==> src/hdl/lgtrap_map.vh <==
`ifndef LGTRAP_MAP_VH
`define LGTRAP_MAP_VH
// Register byte address within the I/O block
`define LGTRAP_REG_OFFSET 6'h18
// Control field positions
`define LGTRAP_BIT_JFAST 31
`define LGTRAP_BIT_HIB 30
`define LGTRAP_BIT_SBSEL 29
`define LGTRAP_BIT_BASESEL_HI 28
`define LGTRAP_BIT_BASESEL_LO 27
`define LGTRAP_BIT_CDCSEL_HI 26
`define LGTRAP_BIT_CDCSEL_LO 25
`define LGTRAP_BIT_FORCE 24
`define LGTRAP_BIT_EN_HI 23
`define LGTRAP_BIT_EN_LO 16
// Status field positions
`define LGTRAP_BIT_EVNUM_HI 10
`define LGTRAP_BIT_EVNUM_LO 8
`define LGTRAP_BIT_ADDR_HI 7
`define LGTRAP_BIT_ADDR_LO 3
`define LGTRAP_BIT_DIR 2
// Read-as-ones field
`define LGTRAP_ONES 5'h1F
// Reset values
`define LGTRAP_CTRL_RESET 8'h00
`define LGTRAP_EN_RESET 8'h00
// Event numbers
`define LGTRAP_EV_BASE 3'h0
`define LGTRAP_EV_CODEC 3'h1
`define LGTRAP_EV_GAME 3'h2
`define LGTRAP_EV_FM 3'h3
`define LGTRAP_EV_MPIC 3'h4
`define LGTRAP_EV_MDMA 3'h5
`define LGTRAP_EV_SPIC 3'h6
`define LGTRAP_EV_SDMA 3'h7
`endif

==> src/hdl/lgtrap_decode.v <==
`timescale 1ns/1ps
`default_nettype none
`include "lgtrap_map.vh"
// Combinational range decoder: one match line per event number.
module lgtrap_decode
(
	input wire [15:0] addr,
	input wire sb_sel,
	input wire [1:0] base_sel,
	input wire [1:0] cdc_sel,
	output reg [7:0] hit
);
	always @*
	begin
		hit = 8'h00;
		// Base range 320..357 selected in 0x10 steps
		hit[`LGTRAP_EV_BASE] = (addr[15:8] == 8'h03) &&
			(addr[7:4] == (4'h2 + {2'h0, base_sel})) &&
			(addr[3] == 1'b0); // (RULE18) (RULE9)
		// Codec select 01 is undefined and never matches
		case (cdc_sel)
			2'h0: hit[`LGTRAP_EV_CODEC] = (addr[15:3] == 13'h0A6); // (RULE19) (RULE8)
			2'h2: hit[`LGTRAP_EV_CODEC] = (addr[15:3] == 13'h1D0); // (RULE19)
			2'h3: hit[`LGTRAP_EV_CODEC] = (addr[15:3] == 13'h1E8); // (RULE19)
			default: hit[`LGTRAP_EV_CODEC] = 1'b0;
		endcase
		hit[`LGTRAP_EV_GAME] = (addr[15:4] ==
			(sb_sel ? 12'h024 : 12'h022)); // (RULE17) (RULE7)
		hit[`LGTRAP_EV_FM] = (addr[15:2] == 14'h00E2); // (RULE6)
		hit[`LGTRAP_EV_MPIC] = (addr[15:1] == 15'h0010); // (RULE5)
		hit[`LGTRAP_EV_MDMA] = (addr[15:4] == 12'h000); // (RULE4)
		hit[`LGTRAP_EV_SPIC] = (addr[15:1] == 15'h0050); // (RULE3)
		hit[`LGTRAP_EV_SDMA] = (addr[15:5] == 11'h006); // (RULE2)
	end
endmodule
`default_nettype wire

==> src/hdl/lgtrap_top.v <==
// Overview of operation
// (RULE1) Force bit 24 drives the legacy interrupt while set.
// (RULE2) Enable bit 23 traps slave DMA range C0-DF.
// (RULE3) Enable bit 22 traps slave interrupt controller range A0-A1.
// (RULE4) Enable bit 21 traps master DMA range 00-0F.
// (RULE5) Enable bit 20 traps master interrupt controller range 20-21.
// (RULE6) Enable bit 19 traps FM synthesizer range 388-38B.
// (RULE7) Enable bit 18 traps the selected game-sound card range.
// (RULE8) Enable bit 17 traps the selected codec range.
// (RULE9) Enable bit 16 traps the selected base-address range.
// (RULE10) Bits 15 to 11 always read as ones.
// (RULE11) Bits 10 to 8 report the captured event source number.
// (RULE12) Event number names the enabled range that hit; every capture interrupts.
// (RULE13) Bits 7 to 3 hold low five address bits of capture.
// (RULE14) Bit 2 shows capture direction: 0 read, 1 write.
// (RULE15) Bit 1 always reads zero.
// (RULE16) Bit 0 reads 0 while pending; any write to it clears.
// (RULE17) Game select 0 picks 220-22F, 1 picks 240-24F.
// (RULE18) Base select picks 320, 330, 340 or 350 through x7.
// (RULE19) Codec select: 530-537, undefined, E80-E87, F40-F47.
// (RULE20) Captured record holds stable until the flag is cleared.
// (RULE21) Host reads event fields before clearing the flag.
`timescale 1ns/1ps
`default_nettype none
`include "lgtrap_map.vh"
module lgtrap_top
(
	input wire clk,
	input wire rst,
	// Register port, in the device's I/O space
	input wire reg_sel,
	input wire reg_wr,
	input wire [5:0] reg_addr,
	input wire [3:0] reg_be,
	input wire [31:0] reg_wdata,
	output reg [31:0] reg_rdata,
	// Snooped host I/O accesses, one cycle pulse per access
	input wire io_valid,
	input wire io_write,
	input wire [15:0] io_addr,
	// Legacy interrupt, active low
	output reg legacy_irq_n
);
	////////////////////////////////////////////////////////////////////
	reg jfast_reg;
	reg host_block_reg;
	reg sb_sel_reg;
	reg [1:0] base_sel_reg;
	reg [1:0] cdc_sel_reg;
	reg force_reg;
	reg [7:0] enable_reg;
	reg pending_reg;
	reg [2:0] trapped_event_number_reg;
	reg [4:0] trap_addr_reg;
	reg trap_dir_reg;
	reg [2:0] ev_next;
	reg ev_found;
	wire [7:0] hit;
	wire [7:0] armed;
	wire reg_hit;
	wire ctl_wr_hi;
	wire ctl_wr_lo;
	wire flag_wr;
	wire [31:0] rd_word;
	integer i;

	lgtrap_decode u_decode
	(
		.addr(io_addr),
		.sb_sel(sb_sel_reg),
		.base_sel(base_sel_reg),
		.cdc_sel(cdc_sel_reg),
		.hit(hit)
	);

	assign armed = hit & enable_reg & {8{io_valid}};
	assign reg_hit = reg_sel && (reg_addr == `LGTRAP_REG_OFFSET);
	assign ctl_wr_hi = reg_hit && reg_wr && reg_be[3];
	assign ctl_wr_lo = reg_hit && reg_wr && reg_be[2];
	assign flag_wr = reg_hit && reg_wr && reg_be[0];

	////////////////////////////////////////////////////////////////////
	// Highest event number wins when two ranges overlap in one access
	always @*
	begin
		ev_next = `LGTRAP_EV_BASE;
		ev_found = 1'b0;
		for (i = 0; i < 8; i = i + 1)
		begin
			if (armed[i])
			begin
				ev_next = i[2:0]; // (RULE12)
				ev_found = 1'b1;
			end
		end
	end

	////////////////////////////////////////////////////////////////////
	always @(posedge clk or posedge rst)
	begin
		if (rst)
		begin
			jfast_reg <= 1'b0;
			host_block_reg <= 1'b0;
			sb_sel_reg <= 1'b0;
			base_sel_reg <= 2'h0;
			cdc_sel_reg <= 2'h0;
			force_reg <= 1'b0;
			enable_reg <= `LGTRAP_EN_RESET;
		end
		else
		begin
			if (ctl_wr_hi)
			begin
				jfast_reg <= reg_wdata[`LGTRAP_BIT_JFAST];
				host_block_reg <= reg_wdata[`LGTRAP_BIT_HIB];
				sb_sel_reg <= reg_wdata[`LGTRAP_BIT_SBSEL];
				base_sel_reg <= reg_wdata[`LGTRAP_BIT_BASESEL_HI:
					`LGTRAP_BIT_BASESEL_LO];
				cdc_sel_reg <= reg_wdata[`LGTRAP_BIT_CDCSEL_HI:
					`LGTRAP_BIT_CDCSEL_LO];
				force_reg <= reg_wdata[`LGTRAP_BIT_FORCE]; // (RULE1)
			end
			if (ctl_wr_lo)
				enable_reg <= reg_wdata[`LGTRAP_BIT_EN_HI:`LGTRAP_BIT_EN_LO];
		end
	end

	////////////////////////////////////////////////////////////////////
	// Capture only while idle so software sees one consistent record;
	// a new hit in the clearing cycle is kept, set wins over clear.
	always @(posedge clk or posedge rst)
	begin
		if (rst)
		begin
			pending_reg <= 1'b0;
			trapped_event_number_reg <= 3'h0;
			trap_addr_reg <= 5'h00;
			trap_dir_reg <= 1'b0;
		end
		else
		begin
			if (ev_found && (!pending_reg || flag_wr)) // (RULE20)
			begin
				pending_reg <= 1'b1; // (RULE12)
				trapped_event_number_reg <= ev_next; // (RULE11)
				trap_addr_reg <= io_addr[4:0]; // (RULE13)
				trap_dir_reg <= io_write; // (RULE14)
			end
			else if (flag_wr)
				pending_reg <= 1'b0; // (RULE16)
		end
	end

	////////////////////////////////////////////////////////////////////
	assign rd_word = {jfast_reg, host_block_reg, sb_sel_reg, base_sel_reg,
		cdc_sel_reg, force_reg, enable_reg,
		`LGTRAP_ONES, // (RULE10)
		trapped_event_number_reg, trap_addr_reg, trap_dir_reg,
		1'b0, // (RULE15)
		~pending_reg}; // (RULE16)

	// Read data registered; unmapped offsets read zero
	always @(posedge clk or posedge rst)
	begin
		if (rst)
		begin
			reg_rdata <= 32'h00000000;
			legacy_irq_n <= 1'b1;
		end
		else
		begin
			reg_rdata <= (reg_hit && !reg_wr) ? rd_word : 32'h00000000;
			legacy_irq_n <= ~(pending_reg | force_reg); // (RULE1)
		end
	end
endmodule
`default_nettype wire

==> config.mk <==
export PLATFORM = sky130hd
export DESIGN_NAME = lgtrap_top
export DESIGN_NICKNAME = d
export VERILOG_FILES = /design/src/hdl/lgtrap_decode.v /design/src/hdl/lgtrap_top.v
export VERILOG_INCLUDE_DIRS = /design/src /design/src/hdl
export SDC_FILE = /design/constraint.sdc
export NUM_CORES = 1
export LEC_CHECK = 0
export ABC_AREA = 1
export BUFFER_PORTS_ARGS = -buffer_cell sky130_fd_sc_hd__clkbuf_2
export CAP_MARGIN = 20
export CORE_UTILIZATION = 25
export CTS_CLUSTER_SIZE = 10
export DETAILED_ROUTE_END_ITERATION = 12
export PLACE_DENSITY = 0.52
export SLEW_MARGIN = 20
export SYNTH_ARGS = -nofsm -noshare
export SYNTH_HDL_FRONTEND = slang
export SYNTH_HIERARCHICAL = 1
export SYNTH_SLANG_ARGS = --single-unit
==> constraint.sdc <==
create_clock -name clk -period 1.95 [get_ports clk]
set_input_delay 0 -clock clk [delete_from_list [all_inputs] [get_ports clk]]
set_output_delay 0 -clock clk [all_outputs]
set_load 0.05 [all_outputs]
; After elaboration in Yosys (flattened, before gate mapping)
; Cells that the tools add are included.
[classes]
n_addsub = 1
eq_ne = 13
mux = 20
bitwise = 6
reduce_logical = 15
[op_table]
columns = cell, n
row1 = $mux 32, 1
row2 = $eq 13x9->1 const B, 2
row3 = $mux 3, 7
row4 = $and 8x8->8, 2
row5 = $eq 15x5->1 const B, 1
row6 = $eq 15x7->1 const B, 1
row7 = $eq 14x8->1 const B, 1
row8 = $eq 13x8->1 const B, 1
row9 = $eq 12x12->1, 1
row10 = $logic_not 12->1, 1
row11 = $eq 11x3->1 const B, 1
row12 = $mux 1, 11
row13 = $logic_and 1x1->1, 9
row14 = $eq 8x2->1 const B, 1
row15 = $eq 6x5->1 const B, 1
row16 = $eq 2x2->1 const B, 2
row17 = $eq 4x4->1, 1
row18 = $add 2x2->3 const A, 1
row19 = $not 1->1, 3
row20 = $pmux 1 s3, 1
row21 = $logic_not 1->1, 2
row22 = $logic_not 2->1, 1
row23 = $reduce_bool 2->1, 1
row24 = $logic_or 1x1->1, 1
row25 = $or 1x1->1, 1
[totals]
register_bits = 59
input_bits = 64
out_inout_bits = 33
word_cells = 68

; Longest topological paths before layout
; Gate-level depths: netlist of the first run.
[depth]
depth_word = 16
mapped_depth = 16

; Hierarchy
; The synthesis of the first run kept the hierarchy.
[by_module_without_submodules]
columns = module, n_inst, cells_each, area_each_um2, seq_area_each_um2
row1 = lgtrap_top, 1, 240, 2284.7, 1352.5
row2 = lgtrap_decode, 1, 79, 332.8, 0.0

; Worst setup path after synthesis of the first run
; OpenSTA, ideal clock, no wires.
[synth_timing]
path_type = register to register
startpoint = reg cdc_sel_reg[1]
endpoint = reg trapped_event_number_reg[0]
setup_ns = 0.065
arrival_time_ns = 1.460
t_required_ns = 1.885
path_slack_ns = 0.425
stages_incl_launch_ff = 17
n_path_buf = 0
synth_period_minus_slack_ns = 1.525
cell_sequence = dfrtp_1 > inv_2 > nor2_1 > nand2_1 > nand2_1 > inv_1 > nand2_1 > nor2_2 > nand2_1 > nand2_1 > nand2_1 > nand2_1 > nor2_1 > inv_2 > nand2_2 > nand2_1 > nand2_1
[synth_between]
elab_chain_cells = 12
elab_cells_between_ends = 21
[synth_lines]
columns = element, line_no
row1 = "start, declared", lgtrap_top.v:49  ; reg [1:0] cdc_sel_reg;
row2 = "start signal, assigned", lgtrap_top.v:120  ; cdc_sel_reg <= reg_wdata[`LGTRAP_BIT_CDCSEL_HI:
row3 = $eq 2x2->1 / $logic_not 2->1 (equally long branches), lgtrap_decode.v:21  ; case (cdc_sel)
row4 = $pmux 1 s3 (*), lgtrap_decode.v:21
row5 = net hit[1], lgtrap_top.v:58  ; wire [7:0] hit;
row6 = $and 8x8->8 (*) (2 in a row), lgtrap_top.v:76  ; assign armed = hit & enable_reg & {8{io_valid}};
row7 = $mux 1 (7 in a row), lgtrap_top.v:90  ; if (armed[i])
row8 = $logic_and 1x1->1, lgtrap_top.v:143  ; if (ev_found && (!pending_reg || flag_wr))
row9 = "end signal, assigned", lgtrap_top.v:146  ; trapped_event_number_reg <= ev_next;
row10 = "end, declared", lgtrap_top.v:53  ; reg [2:0] trapped_event_number_reg;
; The timed path passes the listed nets; every way through them passes the cells marked *.
; A chain may end at the register's enable or synchronous reset.

; Worst setup path after layout of the first run
[layout_timing]
startpoint = reg cdc_sel_reg[1]
endpoint = reg trap_addr_reg[3]
[layout_between]
elab_chain_cells = 12
elab_cells_between_ends = 14
[layout_lines]
columns = element, line_no
row1 = $eq 2x2->1 / $logic_not 2->1 (equally long branches), lgtrap_decode.v:21
row2 = $pmux 1 s3 (*), lgtrap_decode.v:21
row3 = net hit[1], lgtrap_top.v:58
row4 = $and 8x8->8 (*) (2 in a row), lgtrap_top.v:76
row5 = $mux 1 (*) (7 in a row), lgtrap_top.v:90
row6 = $logic_and 1x1->1 (*), lgtrap_top.v:143
row7 = "end signal, assigned", lgtrap_top.v:147  ; trap_addr_reg <= io_addr[4:0];
row8 = "end, declared", lgtrap_top.v:54  ; reg [4:0] trap_addr_reg;
; Marked as above.

==> results of run 1 <==
## path summary, 6_finish.rpt
kind	from	end	slack, ps	cells past startpoint
max	cdc_sel_reg[1]	trap_addr_reg[3]	210	16
min	io_addr[3]	trap_addr_reg[3]	20	3
max reg2reg	cdc_sel_reg[1]	trap_addr_reg[3]	210	16
min reg2reg	force_reg	legacy_irq_n	440	1
max in group asynchronous	rst	cdc_sel_reg[1]	940	4
min in group asynchronous	rst	reg_rdata[2]	360	3
## critical path: cells and delay by family, from the launching register on
kind	cells	cell delay, ps
flops	1	470
simple gates	14	980
buf+inv	2	200
## per-stage QoR
stage               instance area, µm²  utilization [%]  hold WS [ps]  instances
floorplan                         2620                -           143        319
CTS                               3420             34.4          10.6        551
global route                      3430             34.5          36.7        551
finish                            3430             34.5          19.6        551
global placement                  3090             31.0           163        522
detailed placement                3090             31.0           180        522
## final cells by class
class	count	area (µm²)	share of cell area (%)
Tap cell	133	166	4.85
Sequential cell	54	1350	39.5
Timing Repair Buffer	101	616	17.9
Clock inverter	2	38.8	1.13
Clock buffer	6	82.6	2.41
Multi-Input combinational cell	188	922	26.9
Inverter	67	251	7.33
## power breakdown
part / internal, mW / switching (mW)
clock network: 0.423 / 0.379
registers: 1.14 / 0.0169
logic: 0.0900 / 0.113
## repair_timing
| action | 4_1_cts | 5_1_grt |
|---|---|---|
| hold buffers | 21 | 0 |
| setup endpoints to repair | 0 | 9 |
| hold endpoints to repair | 53 | 0 |
| resized for setup | 0 | 3 |
| setup buffers | 0 | 0 |
## layout by cell type, fill, tap and decap left out, types with 3 or more instances in the layout
master,synthesis,layout
sky130_fd_sc_hd__clkbuf_2,0,78
sky130_fd_sc_hd__nand4_1,4,4
sky130_fd_sc_hd__nor2_4,13,13
sky130_fd_sc_hd__inv_1,63,62
sky130_fd_sc_hd__o21ai_0,18,18
sky130_fd_sc_hd__dfrtp_1,53,52
sky130_fd_sc_hd__clkbuf_8,0,6
sky130_fd_sc_hd__inv_2,4,5
sky130_fd_sc_hd__nor2_2,8,9
sky130_fd_sc_hd__nor3_1,3,3
sky130_fd_sc_hd__dlygate4sd3_1,0,21
sky130_fd_sc_hd__nor2_1,32,31
sky130_fd_sc_hd__nand2_1,80,80
sky130_fd_sc_hd__nand3_1,20,20
## kinds of logic (layout without fill, tap and decap cells)
family                 count (synthesis)  count (layout)  synth area share [%]
buffers and inverters                 77             176                  13.4
AND/OR/NAND/NOR                      165             165                  30.4
AO/OA/AOI/OAI                         21              21                  4.11
XOR/XNOR                               1               1                 0.335
other                                  1               1                 0.143
flip-flops                            54              54                  51.7
## routing by layer
metal / global-route usage (%) / wire length [µm] / vias up
met4: 3.67 / 53 / 0
met2: 18.1 / 2500 / 71
met3: 2.94 / 358 / 4
met5: 0 / 0 / -
li1: - / - / 1137
met1: 16.5 / 2980 / 957
==> results by group, run 1 <==
STA
  – Shortest period the worst path allows: 1740 ps
  – Total negative slack: 0 ps
  – Final Max Slew Viols: 0
  – Maximum clock frequency: 0.575 GHz
  – Clock tree skew after final layout: 11.5 ps
  – Transition at the pin with the smallest max-transition slack: between 1000 and 1500 ps
  – Hold Fails Final Rpt: 0
  – Worst max-slew margin expressed relative to the limit: a little under a third
  – Minimum setup slack in the final design: 211 ps
  – Setup repair after global routing missed its margin: no
  – Final setup violation count: 0
  – Tcrit/Tclk final: 89.2%

Yosys
  – Number of instances in the synthesized netlist: 319
  – Biggest area consumer among synthesized cells: sky130_fd_sc_hd__dfrtp_1
  – Top area cells in the synthesized netlist: sky130_fd_sc_hd__dfrtp_1, sky130_fd_sc_hd__nand2_1, sky130_fd_sc_hd__inv_1
  – Count of different cell masters after synthesis: 25
  – Share of Yosys cell area claimed by the top area cell type: 50.7%
  – Mean instance size in the synthesized netlist: 8.21 µm²
  – Ys async rst share: 100%
  – Flip-flop and latch count after synthesis: 54
  – Synthesized netlist net count: 383
  – Yosys synthesis warning count: 6
  – Most used standard cell by instance count after synthesis: sky130_fd_sc_hd__nand2_1
  – Leading register cell type out of synthesis: sky130_fd_sc_hd__dfrtp_1
  – Sequential-to-total area share from yosys stat: between 50 and 60%
  – Netlist area before placement: 0.00262 mm²
  – Number of enable flip-flop cells after synthesis: 0
  – Cell types with the highest counts after synthesis: sky130_fd_sc_hd__nand2_1, sky130_fd_sc_hd__inv_1, sky130_fd_sc_hd__dfrtp_1, sky130_fd_sc_hd__nor2_1, sky130_fd_sc_hd__nand3_1

Worst setup path
  – Biggest cell delay along the critical path: 470 ps
  – CP max FO: 9
  – Master of the slowest instance on the critical path: sky130_fd_sc_hd__dfrtp_2
  – Series of cell instances along the critical path: nor2_1 -> nand2_1 -> nand2_1 -> nand2_1 -> inv_1 -> nand2_1 -> nor2_2 -> nand2_1 -> nand2_1 -> nand2_1 -> nand2_1 -> nor2_2 -> inv_2 -> nand2_4 -> nand2_1 -> nand2_1
  – Arrival time worst endpoint: 1940 ps
  – Most numerous cell on the critical path: sky130_fd_sc_hd__nand2_1
  – Worst EP required: 2150 ps
  – Critical path class: reg -> reg
  – Crit end category: register
  – Critical Path Source Type: register

Layout
  – Count of inserted antenna diode cells: 0
  – Fin nets: 481
  – Share of final-layout standard cells stronger than drive strength 1: 28.9%
  – P&R area growth vs syn: 31.1%
  – Largest register FFs: 27
  – # fillers: about 1100

GRT
  – Global routing usage summed across all routing layers: between 10% and 20%
  – Antenna violations before repair: 0
  – Via count of the first global-routing pass: 2222
  – Overall overflow remaining after global route: 0
  – Maximum number of pins on one net before global-route repair: 37
  – First-pass GRT wire length: approximately 10 mm

CTS
  – Number of clock sinks: 54
  – Count of H-tree levels built during CTS: 2
  – Number of buffers created by CTS: 5
  – Maximum clock path buffer count: 2
  – Post-CTS clock slew at the launch and capture registers of the worst setup and hold paths: ~100 ps
  – Clock tree from TritonCTS: built
  – Later-pin clock latency in the skew report: 310 ps
  – Master cell of the clock root buffer: sky130_fd_sc_hd__clkbuf_8

Floorplan
  – Standard-cell rows: 36
  – Horizontal die dimension: 104 µm
  – Die ar.: 0.0109 mm²
  – Area of the core: 0.00995 mm²
  – Initial Util: between 20% and 30%
  – Y dimension of the die: approximately 100 µm
  – Top Ports: 97

Route
  – Violation count after the first detailed-route iteration: 95
  – DRC Markers: 0
  – Post-detailed-route wirelength per cell: 10.7 µm
  – Iteration count of the initial detailed-routing pass: 4
  – Per-cell via count in the routed design: 3.94
  – Antenna-violating nets left: 0
  – Post-Route WL: 5.89 mm
  – Total number of vias: around 2200

Place
  – HPWL after detailed placement: 4.42 mm
  – Routability-driven placement congestion ratio: 0.803
  – Worst setup slack after placement: 134 ps
  – Number of port buffers: just under 80

Power and ir drop
  – Leakage power: 1.80 nW
  – Power per standard cell area: around 630 mW/mm²
  – Overall power consumption: 2.16 mW
  – Maximum VDD drop: between 0.0003 and 0.0004 V

Hold path
  – Hold Path Class: in -> reg

Job
  – Number of violations of the max-capacitance limit: 0

Outcome
  – Outcome: finished, final reports clean
Power figures use the tool's default switching activity.
==> run 2, diff against run 1 <==
==> constraint.sdc (replaced) <==
create_clock -name clk -period 1.95 [get_ports clk]
set_input_delay 0.4875 -clock clk [delete_from_list [all_inputs] [get_ports clk]]
set_output_delay 0.4875 -clock clk [all_outputs]
set_load 0.05 [all_outputs]
==> results by group, run 2 (same netlist as run 1, synthesis figures left out) <==
Worst setup path
  – Biggest cell delay along the critical path: 460 ps (was 470 ps)
  – Number of cell instances on the worst register-to-register path: 15 (was 16)
  – Worst reg2reg startpoint: cdc_sel_reg[1] (unchanged)
  – Arrival time worst endpoint: 1890 ps (was 1940 ps)
  – CP top delay family: simple AND/OR/NAND/NOR gates (unchanged)
  – Crit end category: register (unchanged)
  – Most numerous cell on the critical path: sky130_fd_sc_hd__nand2_1 (unchanged)
  – Critical path class: reg -> reg (unchanged)
  – Series of cell instances along the critical path: nand2_1 -> nor2_1 -> nor2_1 -> nor2_1 -> nand2_1 -> nor2_2 -> nand2_1 -> nand2_1 -> nand2_1 -> nand2_1 -> nor2_1 -> inv_2 -> buf_4 -> nand3_1 -> nand2_1 (was nor2_1 -> nand2_1 -> nand2_1 -> nand2_1 -> inv_1 -> nand2_1 -> nor2_2 -> nand2_1 -> nand2_1 -> nand2_1 -> nand2_1 -> nor2_2 -> inv_2 -> nand2_4 -> nand2_1 -> nand2_1)
  – Buffers and inverters on the worst path: 2 (unchanged)
  – Worst EP required: 2150 ps (about the same)
  – Register-to-Register Setup Slack: 260 ps (was 210 ps)
  – Critical Path Source Type: register (unchanged)
  – Master of the slowest instance on the critical path: sky130_fd_sc_hd__dfrtp_2 (unchanged)
  – End of the worst register-to-register path: trap_addr_reg[2] (was trap_addr_reg[3])
  – CP max FO: 7 (was 9)

Layout
  – Share of final-layout standard cells stronger than drive strength 1: 32.2% (was 28.9%)
  – Leading cell types in the layout, fill and taps excluded: sky130_fd_sc_hd__nand2_1, sky130_fd_sc_hd__clkbuf_2, sky130_fd_sc_hd__inv_1, sky130_fd_sc_hd__dfrtp_1, sky130_fd_sc_hd__nor2_1 (unchanged)
  – P&R area growth vs syn: 26.1% (was 31.1%)
  – Count of inserted antenna diode cells: 0 (unchanged)
  – Final standard cell utilization of the core: 33.2% (was 34.5%)
  – Most common cell after layout, fill and taps aside: sky130_fd_sc_hd__nand2_1 (unchanged)
  – Fin nets: 470 (was 481)
  – Largest register FFs: 27 (unchanged)

Floorplan
  – Horizontal die dimension: 104 µm (unchanged)
  – Y dimension of the die: 104 µm (unchanged)
  – Top Ports: 97 (unchanged)
  – Initial Util: 26.3% (unchanged)
  – Standard-cell rows: 36 (unchanged)
  – Die ar.: 0.0109 mm² (unchanged)
  – Area of the core: 0.00995 mm² (unchanged)

Hold path
  – Hold Path Class: in -> async (was in -> reg)

GRT
  – First-pass GRT wire length: 9.94 mm (was 10.4 mm)
  – Antenna violations before repair: 0 (unchanged)
  – Maximum number of pins on one net before global-route repair: 55 (was 37)
  – Overall overflow remaining after global route: 0 (unchanged)
  – Global routing usage summed across all routing layers: 11.5% (was 11.9%)
  – Via count of the first global-routing pass: 2077 (was 2222)

CTS
  – Maximum clock path buffer count: 2 (unchanged)
  – Count of H-tree levels built during CTS: 2 (unchanged)
  – Clock tree from TritonCTS: built (unchanged)
  – Number of clock sinks: 54 (unchanged)
  – Cells resized by post-CTS repair: 0 (unchanged)
  – Quantity of hold-fixing buffers added after cts: 0 (was 21)
  – Number of setup buffers added after CTS: 0 (unchanged)
  – Later-pin clock latency in the skew report: 300 ps (was 310 ps)
  – Post-CTS clock slew at the launch and capture registers of the worst setup and hold paths: 100 ps (about the same)
  – Number of buffers created by CTS: 5 (unchanged)
  – Master cell of the clock root buffer: sky130_fd_sc_hd__clkbuf_8 (unchanged)

Route
  – Violation count after the first detailed-route iteration: 73 (was 95)
  – Iteration count of the initial detailed-routing pass: 4 (unchanged)
  – Total number of vias: 2117 (was 2169)
  – Antenna-violating nets left: 0 (unchanged)
  – Post-detailed-route wirelength per cell: 10.7 µm (about the same)
  – DRC Markers: 0 (unchanged)
  – Per-cell via count in the routed design: 3.92 (was 3.94)
  – Post-Route WL: 5.78 mm (was 5.89 mm)

STA
  – Setup repair after global routing missed its margin: no (unchanged)
  – Hold Fails Final Rpt: 0 (unchanged)
  – Final Max Slew Viols: 0 (unchanged)
  – Shortest period the worst path allows: 1690 ps (was 1740 ps)
  – Final setup violation count: 0 (unchanged)
  – Minimum setup slack in the final design: 260 ps (was 211 ps)
  – Worst hold slack across all endpoints: 204 ps (was 19.6 ps)
  – Maximum clock frequency: 0.592 GHz (was 0.575 GHz)
  – Tcrit/Tclk final: 86.7% (was 89.2%)
  – Clock tree skew after final layout: 4.74 ps (was 11.5 ps)

Power and ir drop
  – Leakage power: 1.76 nW (was 1.80 nW)
  – Overall power consumption: 1.98 mW (was 2.16 mW)
  – Power per standard cell area: 600 mW/mm² (was 629 mW/mm²)
  – Maximum VDD drop: 0.000275 V (was 0.000323 V)

Place
  – Number of port buffers: 78 (unchanged)
  – Worst setup slack after placement: -52.1 ps (was 134 ps)
  – HPWL after detailed placement: 4.42 mm (about the same)
  – Routability-driven placement congestion ratio: 0.800 (was 0.803)

Job
  – Number of violations of the max-capacitance limit: 0 (unchanged)

Outcome
  – Outcome: finished, final reports clean (unchanged)
run 2: changes by cell type in the layout (fill, tap and decap cells not counted):
cell	change
sky130_fd_sc_hd__dlygate4sd3_1	-21
sky130_fd_sc_hd__buf_4	+8
sky130_fd_sc_hd__buf_12	+2
sky130_fd_sc_hd__bufinv_16	-1
sky130_fd_sc_hd__clkinv_2	+1
sky130_fd_sc_hd__clkinvlp_4	+1
sky130_fd_sc_hd__inv_6	-1
sky130_fd_sc_hd__nand2_1	-1
sky130_fd_sc_hd__nand2_2	+1
sky130_fd_sc_hd__nor2_1	+1
sky130_fd_sc_hd__nor2_2	-1
sky130_fd_sc_hd__nor3_2	-1
sky130_fd_sc_hd__nor3_4	+1
run 2: routing by layer:
layer  wire (µm)  share of wire [%]  GRT usage, %
met4          60                1.0          3.06
met3         282                4.9          2.38
met2        2490                 43          17.3
met5           0                  0             0
met1        2950                 51          16.6
run 2: worst register-to-register path: stages, from the launching register on:
cell and delay (ps):
sky130_fd_sc_hd__dfrtp_2 460, sky130_fd_sc_hd__nand2_1 80, sky130_fd_sc_hd__nor2_1 40, sky130_fd_sc_hd__nor2_1 90
sky130_fd_sc_hd__nor2_1 50, sky130_fd_sc_hd__nand2_1 70, sky130_fd_sc_hd__nor2_2 50, sky130_fd_sc_hd__nand2_1 60
sky130_fd_sc_hd__nand2_1 40, sky130_fd_sc_hd__nand2_1 50, sky130_fd_sc_hd__nand2_1 50, sky130_fd_sc_hd__nor2_1 170
sky130_fd_sc_hd__inv_2 90, sky130_fd_sc_hd__buf_4 160, sky130_fd_sc_hd__nand3_1 80, sky130_fd_sc_hd__nand2_1 50
run 2: worst max path at each step:
stage                                        to           start  cells after the start  slack (ps)
finish                         trap_addr_reg[2]  cdc_sel_reg[1]                     15         260
global route                   trap_addr_reg[0]      io_addr[7]                     15          40
CTS                            trap_addr_reg[3]  cdc_sel_reg[1]                     16         200
detailed placement             trap_addr_reg[0]      io_addr[4]                     15         -50
global placement    trapped_event_number_reg[0]      io_addr[4]                     15         -30
floorplan                       base_sel_reg[0]             rst                      1         150
run 2: area by class of cell:
type                       instances  area (µm²)
fill                            1086        6650
sequential                        54        1350
multi-input combinational        188         928
timing repair buffer              90         505
inverter                          67         251
tap                              133         166
clock buffer                       6        82.6
clock inverter                     2        12.5
run 2: power breakdown:
part           leakage, nW  switching [mW]  internal, mW  total, mW
Clock               0.0472           0.364         0.286      0.650
Sequential           0.747          0.0162          1.14       1.15
Combinational        0.967           0.109        0.0690      0.178
Total                 1.76           0.488          1.49       1.98
run 2: metrics by stage:
stage          setup TNS, ps  cell area, µm²  instances
2_1_floorplan              0            2620        319
3_3_place_gp            -186            3190        532
3_5_place_dp            -371            3190        532
4_1_cts                    0            3290        540
5_1_grt                    0            3300        540
6_report                   0            3300        540
